===== src/logic/fpds_defines.svh =====
`ifndef FPDS_DEFINES_SVH
`define FPDS_DEFINES_SVH

// register indices behind the indexed i/o data port
`define FPDS_IDX_CTRL1       8'h32
`define FPDS_IDX_CTRL2       8'h33
`define FPDS_IDX_UNLOCK      8'h34

// reset values
`define FPDS_CTRL1_RST       8'h20
`define FPDS_CTRL2_RST       8'h00
`define FPDS_UNLOCK_RST      8'h00
`define FPDS_RDATA_LOCKED    8'h00

// panel_control_one fields
`define FPDS_C1_PLASMA       7
`define FPDS_C1_FP_SEL       6
`define FPDS_C1_CRT_EN       5
`define FPDS_C1_PANEL_EN     4
`define FPDS_C1_CENT_SEL     3
`define FPDS_C1_CENT_EN      2
`define FPDS_C1_HDLY_HI      1
`define FPDS_C1_HDLY_LO      0

// panel_control_two fields
`define FPDS_C2_RES_HI       7
`define FPDS_C2_RES_LO       4

// panel_unlock_reg match: value 101xxxx in bits 6:0
`define FPDS_UNLOCK_MASK     8'h70
`define FPDS_UNLOCK_MATCH    8'h50

// frame pulse line numbers counted from the vsync rise
`define FPDS_FP_LINE_FIRST   2'h0
`define FPDS_FP_LINE_SECOND  2'h1
`define FPDS_LINE_SAT        2'h3

// hsync delay taps 0 through 7, 1 through 8 dot clocks
`define FPDS_HDLY_TAPS       8

`endif


===== src/logic/fpds_pkg.sv =====
package fpds_pkg;

  // panel width, one-hot
  typedef enum logic [3:0] {
    FPDS_W640   = 4'b0001,
    FPDS_W1280R = 4'b0010,
    FPDS_W1024  = 4'b0100,
    FPDS_W800   = 4'b1000
  } fpds_width_e;

  typedef struct packed {
    logic [7:0]  ctrl1;
    logic [7:0]  ctrl2;
    logic [7:0]  unlock;
    logic [7:0]  index;
    logic [7:0]  rdata;
    logic        vsPrev;
    logic        hsPrev;
    logic [1:0]  lineCnt;
    logic [2:0]  actDly;
    logic        actFpSel;
    logic        actWide;
    logic        halfSel;
    logic [3:0]  hold;
    logic [3:0]  upper;
    logic [3:0]  lower;
    logic        strobe;
    logic        fp;
    logic        panelHs;
    logic        crtEn;
    logic        panelEn;
    logic        autoCenter;
    logic        vertExpand;
    fpds_width_e width;
  } fpds_top_s;

endpackage : fpds_pkg


===== src/logic/fpds_hs_if.sv =====
`timescale 1ns/10ps
interface fpds_hs_if;
  logic       hsyncIn;
  logic [2:0] delaySel;
  logic       hsyncDly;

  modport master (output hsyncIn, output delaySel, input hsyncDly);
  modport delay  (input hsyncIn, input delaySel, output hsyncDly);
endinterface : fpds_hs_if


===== src/logic/fpds_hsync_delay.sv =====
`timescale 1ns/10ps
`include "fpds_defines.svh"
module fpds_hsync_delay #(
  parameter int TAPS = `FPDS_HDLY_TAPS
) (
  input  wire logic clk,   // dot clock
  input  wire logic rst,   // sync reset, high
  fpds_hs_if.delay  hs     // hsync in, tap select, delayed hsync
);

  typedef struct packed {
    logic [TAPS-2:0] sh;
    logic            out;
  } fpds_dly_s;

  fpds_dly_s st_r;
  fpds_dly_s st_nxt;
  logic [TAPS-1:0] taps;

  // tap 0 is the undelayed input; one register stage is common to all taps
  always_comb begin
    taps      = {st_r.sh, hs.hsyncIn};
    st_nxt    = st_r;
    st_nxt.sh = taps[TAPS-2:0];
    st_nxt.out = taps[hs.delaySel];
  end

  always_ff @(posedge clk) begin
    if (rst) begin
      st_r <= '0;
    end else begin
      st_r <= st_nxt;
    end
  end

  assign hs.hsyncDly = st_r.out;

endmodule : fpds_hsync_delay


===== src/logic/fpds_select.sv =====
`timescale 1ns/10ps
`include "fpds_defines.svh"
module fpds_select (
  input  wire logic       clk,            // video dot clock, 20 MHz
  input  wire logic       rst,            // sync reset, high
  input  wire logic       ioIdxWr,        // write strobe, index port
  input  wire logic       ioDataWr,       // write strobe, data port
  input  wire logic       ioDataRd,       // read strobe, data port
  input  wire logic [7:0] ioWdata,        // write data
  output logic      [7:0] ioRdata,        // read data, valid cycle after strobe
  input  wire logic       hsyncIn,        // crtc hsync, same clock
  input  wire logic       vsyncIn,        // crtc vsync, same clock
  input  wire logic [3:0] pixelIn,        // panel pixel, one per clock
  input  wire logic [7:0] palIdxIn,       // palette index for external dac
  output logic      [3:0] upperPanelData, // upper_panel_data
  output logic      [3:0] lowerPanelData, // lower_panel_data
  output logic            panelStrobe,    // panel data valid
  output logic            panelHsync,     // hsync to panel, one clock late, no tap delay
  output logic            picHsync,       // hsync for picture position
  output logic            framePulse,     // frame_pulse
  output logic            crtEnable,      // crt output on
  output logic            panelEnable,    // panel is main display
  output logic            autoCenterOn,   // auto-centering active
  output logic            vertExpandOn,   // vertical expansion active
  output logic      [3:0] panelWidth      // one-hot width select
);

  fpds_pkg::fpds_top_s st_r;
  fpds_pkg::fpds_top_s st_nxt;
  fpds_hs_if           hsBus ();
  logic                unlocked;
  logic                vsRise;
  logic                hsRise;
  logic                crtOnly;
  logic [2:0]          dlyReq;

  fpds_hsync_delay #(
    .TAPS (`FPDS_HDLY_TAPS)
  ) u_hdly (
    .clk (clk),
    .rst (rst),
    .hs  (hsBus.delay)
  );

  function automatic fpds_pkg::fpds_width_e width_of(input logic hi, input logic lo);
    fpds_pkg::fpds_width_e w;
    if (!hi && !lo) begin
      w = fpds_pkg::FPDS_W640;
    end else if (!hi && lo) begin
      w = fpds_pkg::FPDS_W1280R;
    end else if (hi && !lo) begin
      w = fpds_pkg::FPDS_W1024;
    end else begin
      w = fpds_pkg::FPDS_W800;
    end
    return w;
  endfunction : width_of

  always_comb begin
    unlocked = (st_r.unlock & `FPDS_UNLOCK_MASK) == `FPDS_UNLOCK_MATCH;
    vsRise   = vsyncIn && !st_r.vsPrev;
    hsRise   = hsyncIn && !st_r.hsPrev;
    dlyReq   = {st_r.ctrl1[`FPDS_C1_PLASMA], st_r.ctrl1[`FPDS_C1_HDLY_HI],
                st_r.ctrl1[`FPDS_C1_HDLY_LO]};
    crtOnly  = st_r.ctrl1[`FPDS_C1_CRT_EN] && !st_r.ctrl1[`FPDS_C1_PANEL_EN];

    st_nxt        = st_r;
    st_nxt.vsPrev = vsyncIn;
    st_nxt.hsPrev = hsyncIn;

    // host register access
    if (ioIdxWr) begin
      st_nxt.index = ioWdata;
    end
    if (ioDataWr) begin
      if (st_r.index == `FPDS_IDX_UNLOCK) begin
        st_nxt.unlock = ioWdata;
      end else if (st_r.index == `FPDS_IDX_CTRL1 && unlocked) begin
        st_nxt.ctrl1 = ioWdata;
      end else if (st_r.index == `FPDS_IDX_CTRL2 && unlocked) begin
        st_nxt.ctrl2 = ioWdata;
      end
    end
    if (ioDataRd) begin
      if (st_r.index == `FPDS_IDX_CTRL1 && unlocked) begin
        st_nxt.rdata = st_r.ctrl1;
      end else if (st_r.index == `FPDS_IDX_CTRL2 && unlocked) begin
        st_nxt.rdata = st_r.ctrl2;
      end else begin
        // unlock register is write only; locked or foreign index reads a constant
        st_nxt.rdata = `FPDS_RDATA_LOCKED;
      end
    end

    // static selections follow the register directly
    st_nxt.crtEn      = st_r.ctrl1[`FPDS_C1_CRT_EN];
    st_nxt.panelEn    = st_r.ctrl1[`FPDS_C1_PANEL_EN];
    st_nxt.autoCenter = st_r.ctrl1[`FPDS_C1_CENT_EN] && !st_r.ctrl1[`FPDS_C1_CENT_SEL];
    st_nxt.vertExpand = st_r.ctrl1[`FPDS_C1_CENT_EN] && st_r.ctrl1[`FPDS_C1_CENT_SEL];
    st_nxt.width      = width_of(st_r.ctrl2[`FPDS_C2_RES_HI], st_r.ctrl2[`FPDS_C2_RES_LO]);

    // timing choices only change at frame start so no line is cut short
    if (vsRise) begin
      st_nxt.actDly   = dlyReq;
      st_nxt.actFpSel = st_r.ctrl1[`FPDS_C1_FP_SEL];
      st_nxt.actWide  = st_r.ctrl1[`FPDS_C1_PLASMA];
    end

    // line counter from vsync rise, saturates at 3 after the third hsync rise
    if (vsRise) begin
      st_nxt.lineCnt = `FPDS_FP_LINE_FIRST;
    end else if (hsRise && st_r.lineCnt != `FPDS_LINE_SAT) begin
      st_nxt.lineCnt = st_r.lineCnt + 2'h1;
    end
    if (st_nxt.actFpSel) begin
      st_nxt.fp = st_nxt.lineCnt == `FPDS_FP_LINE_SECOND;
    end else begin
      st_nxt.fp = st_nxt.lineCnt == `FPDS_FP_LINE_FIRST;
    end
    if (!st_r.ctrl1[`FPDS_C1_PANEL_EN]) begin
      st_nxt.fp = 1'b0;
    end

    // panel hsync takes one register stage and never the selected tap delay
    st_nxt.panelHs = hsyncIn && st_r.ctrl1[`FPDS_C1_PANEL_EN];

    // panel data path
    if (crtOnly) begin
      st_nxt.upper   = palIdxIn[7:4];
      st_nxt.lower   = palIdxIn[3:0];
      st_nxt.strobe  = 1'b1;
      st_nxt.halfSel = 1'b0;
    end else if (!st_r.ctrl1[`FPDS_C1_PANEL_EN]) begin
      st_nxt.upper   = 4'h0;
      st_nxt.lower   = 4'h0;
      st_nxt.strobe  = 1'b0;
      st_nxt.halfSel = 1'b0;
    end else if (!st_r.actWide) begin
      st_nxt.upper   = pixelIn;
      st_nxt.lower   = 4'h0;
      st_nxt.strobe  = 1'b1;
      st_nxt.halfSel = 1'b0;
    end else if (hsRise || !st_r.halfSel) begin
      // pairs restart at each line so a pixel never straddles two lines
      st_nxt.hold    = pixelIn;
      st_nxt.halfSel = 1'b1;
      st_nxt.strobe  = 1'b0;
    end else begin
      st_nxt.upper   = st_r.hold;
      st_nxt.lower   = pixelIn;
      st_nxt.strobe  = 1'b1;
      st_nxt.halfSel = 1'b0;
    end
  end

  always_ff @(posedge clk) begin
    if (rst) begin
      st_r          <= '0;
      st_r.ctrl1    <= `FPDS_CTRL1_RST;
      st_r.ctrl2    <= `FPDS_CTRL2_RST;
      st_r.unlock   <= `FPDS_UNLOCK_RST;
      st_r.rdata    <= `FPDS_RDATA_LOCKED;
      st_r.crtEn    <= 1'b1;
      st_r.lineCnt  <= `FPDS_LINE_SAT;
      st_r.width    <= fpds_pkg::FPDS_W640;
    end else begin
      st_r <= st_nxt;
    end
  end

  assign hsBus.hsyncIn  = hsyncIn;
  assign hsBus.delaySel = st_r.actDly;

  assign ioRdata        = st_r.rdata;
  assign upperPanelData = st_r.upper;
  assign lowerPanelData = st_r.lower;
  assign panelStrobe    = st_r.strobe;
  assign panelHsync     = st_r.panelHs;
  assign picHsync       = hsBus.hsyncDly;
  assign framePulse     = st_r.fp;
  assign crtEnable      = st_r.crtEn;
  assign panelEnable    = st_r.panelEn;
  assign autoCenterOn   = st_r.autoCenter;
  assign vertExpandOn   = st_r.vertExpand;
  assign panelWidth     = st_r.width;

endmodule : fpds_select


===== config.mk =====
export PLATFORM = sky130hd
export DESIGN_NAME = fpds_select
export DESIGN_NICKNAME = d
export VERILOG_FILES = /design/src/logic/fpds_pkg.sv /design/src/logic/fpds_hs_if.sv /design/src/logic/fpds_hsync_delay.sv /design/src/logic/fpds_select.sv
export VERILOG_INCLUDE_DIRS = /design/src /design/src/logic
export SDC_FILE = /design/constraint.sdc
export NUM_CORES = 1
export LEC_CHECK = 0
export BUFFER_PORTS_ARGS = -buffer_cell sky130_fd_sc_hd__buf_2
export CORE_MARGIN = 3
export CORE_UTILIZATION = 30
export DETAILED_ROUTE_END_ITERATION = 8
export SYNTH_ARGS = -nofsm -noshare
export SYNTH_HDL_FRONTEND = slang
export SYNTH_SLANG_ARGS = --single-unit
export TNS_END_PERCENT = 100

===== constraint.sdc =====
create_clock -name clk -period 3.1 [get_ports clk]
set_clock_uncertainty 0.2 [all_clocks]
set_input_delay 0.62 -clock clk [delete_from_list [all_inputs] [get_ports clk]]
set_output_delay 0.62 -clock clk [all_outputs]
set_load 0.02 [all_outputs]

==> out/qor.yml <==
status:
  status: "completed"
detailed_routing:
  wl_per_cell_um: 13.1
  dr.pass1.iters: 4
  met2_length_mm: 2.84
  drt_iter0_drc: 126
  vias: 2100
  wl_mm: 6.09
  drt-met1-wl_mm: 2.97
  route.met3.wl_um: 243
  ant_nets: 0
  vias_per_cell: 4.52
  drcViolationCount: 0
  top_layer: "met4"
clock_network:
  cts_setup_buffers: 0
  clk_latency_ns: 0.33
  clk_pin_slew_ns: 0.07
  hold_buffers: 0
  cts_root_buffer: "clkbuf_8"
  cts_resized: 0
  htreeDepth: 3
  cts-buffers-inserted: 9
  cts_tree: "yes"
  clockBufferDepth: 2
  cts.sinks: 74
floorplan:
  fp.coreArea_um2: 9820
  io_pins: 55
  dieWidth_um: 107
  rows: 36
  start_util_pct: 31.1
  die-area_um2: 11400
  die_h_um: 107
synth:
  synth_cell_types: 35
  synthTopCellsByArea: "dfxtp_1 49%, mux2i_1 11%, buf_4 5.2%"
  synth_seq_cells: 74
  syn-cell-area_um2: 3050
  yosysTopAreaCell: "dfxtp_1"
  synth_nets: 326
  syn_avg_cell_area_um2: 10.2
  netlist_instances: 298
  synth_top_area_share_pct: 48.6
  seq_area_frac_synth_pct: 48.6
  ys_warn_count: 0
power:
  power.leakage_nw: 1.49
  ir_drop_mv: 0.294
  p_per_area_nw_per_um2: 521
  power_mw: 1.81
final_layout:
  fillCellCount: 1024
  num_antenna_cells: 0
  drive_gt1_share_pct: 26.8
  syn_to_final_growth_pct: 13.7
  design_area_um2: 3470
  layout.nets: 356
  final_util_pct: 35.3
worst_hold_path:
  hold_class: "register to register"
timing:
  post-route-period-util_pct: 66.4
  drv_slew: 0
  setup_tns_ns: 0
  layout_min_cycle_time_ns: 2.06
  timing.hold.ws_ns: 0.262
  grt_setup_unrepaired: "false"
  worstMarginPinSlew_ns: 0.714
  relSlewSlack_pct: 52.0
  final_hold_viol_count: 0
  finalSetupViolCount: 0
  max_freq_mhz: 486
worst_setup_path:
  crit_fanout: 12
  crit_chain: "nand4b_4 -> nor4_4 -> mux2i_1 -> nor2_2"
  critPathSlowestCell: "dfxtp_1"
  worstSetupEndpointType: "register"
  rrSetupSlack_ns: 1.04
  arrival_ns: 2.06
  path_class: "register to register"
  path_delay_family: "simple AND/OR/NAND/NOR gates"
  startpoint_type: "register"
  slowest_delay_ns: 0.66
  required_ns: 3.10
  critPathBufInv: 0
flow_run:
  max-cap-violations: 0
placed_design:
  portBuffers: 54
  place.gp.congestion: 0.744
  dp_hpwl_mm: 4.31
  post_dp_cell_area_um2: 3280
global_route:
  grt_pass1_vias: 1997
  grtUsageTotal_pct: 11.3
  overflow: 0
  grt_max_degree: 40
  grt_antenna_before_repair: 0
  grt_first_pass_wirelength_mm: 10.1
## metal layers
metal | global-route usage, % | up-vias
li1 | - | 1070
met1 | 15.0 | 987
met3 | 3.79 | 4
met2 | 17.5 | 39
met4 | 3.38 | 0
met5 | 0 | -
## per-stage QoR
step,setup slack [ns],std cells
5_1_grt,0.870,465
6_report,1.04,465
4_1_cts,0.995,465
3_5_place_dp,0.959,450
2_1_floorplan,1.30,298
3_3_place_gp,0.993,450
## final timing paths
| kind | from | to | depth (start not counted) |
|---|---|---|---|
| min | u_hdly.st_nxt[7] | u_hdly.st_r[7] | 1 |
| max | st_r[41] | st_r[64] | 4 |
| max reg2reg | st_r[41] | st_r[64] | 4 |
| min reg2reg | u_hdly.st_nxt[7] | u_hdly.st_r[7] | 1 |
## cell families (layout without fill, tap and decap cells)
logic type / after synthesis / in the layout / share of synthesized area [%]
AOI/OAI and AO/OA: 33 / 33 / 7.26
xor gates and xnor gates: 2 / 2 / 0.575
adders and majority gates: 1 / 1 / 0.410
buffers and inverters: 39 / 73 / 7.43
DFF: 74 / 74 / 48.6
muxes: 47 / 47 / 16.7
and+or+nand+nor: 102 / 102 / 19.0
## cell usage in the layout (no fill, tap or decap), types with 10 or more instances in the layout
cell type,count
dfxtp_1,74
clkbuf_8,10
buf_2,54
nor2b_1,11
mux2i_1,33
mux2_2,12
nand2b_1,13
nand2_1,10
a21oi_1,12
nor2_1,42
## power by group
| group | switching [mW] | internal, mW |
|---|---|---|
| combinational | 0.0623 | 0.0505 |
| sequential | 0.0158 | 0.969 |
| clock | 0.321 | 0.387 |
| total | 0.399 | 1.41 |
## area by class of cell
class                           instances  area (µm²)  share of cell area [%]
Clock buffer                           12         145                    4.19
Clock inverter                          3        40.0                    1.15
Tap cell                              133         166                    4.80
Inverter                                2        7.51                   0.217
Timing Repair Buffer                   56         285                    8.23
Sequential cell                        74        1480                    42.7
Multi-Input combinational cell        185        1340                    38.7
## flip-flops by register name (all words and copies together) (netlist names)
register and flops:
framePulse 1, panelStrobe 1, upperPanelData 4, panelHsync 1
dlyReq 3, hsBus.delaySel 3, st_nxt 2, st_r 31
panelWidth 4, vertExpandOn 1, ioRdata 8, lowerPanelData 4
crtEnable 1, u_hdly.hs.hsyncDly 1, u_hdly.st_r 1, u_hdly.st_nxt 6
panelEnable 1, autoCenterOn 1
## Yosys cell counts
| library cell | number |
|---|---|
| mux2_2 | 12 |
| or2_2 | 1 |
| and2_1 | 1 |
| nand4bb_4 | 1 |
| nor2b_1 | 11 |
| buf_2 | 1 |
| buf_4 | 21 |
| nor3_1 | 3 |
| nand3_1 | 9 |
| and3b_1 | 1 |
| inv_1 | 2 |
| a22oi_1 | 4 |
| nor3b_1 | 2 |
| mux2i_1 | 33 |
| nand4b_4 | 1 |
| dfxtp_1 | 74 |
| nand4bb_1 | 2 |
| buf_1 | 1 |
| nand3b_1 | 1 |
| nor2_1 | 42 |
| nand2_1 | 10 |
| nor4_4 | 2 |
| o21bai_1 | 2 |
| xor2_1 | 2 |
| ha_1 | 1 |
| a21oi_1 | 12 |
| a21o_1 | 2 |
| a32oi_1 | 4 |
| nor2_2 | 1 |
| a211oi_1 | 8 |
| or4_1 | 1 |
| mux4_2 | 2 |
| o22ai_1 | 1 |
| clkbuf_1 | 14 |
| nand2b_1 | 13 |
No activity file was read; power rests on OpenSTA's default activity.
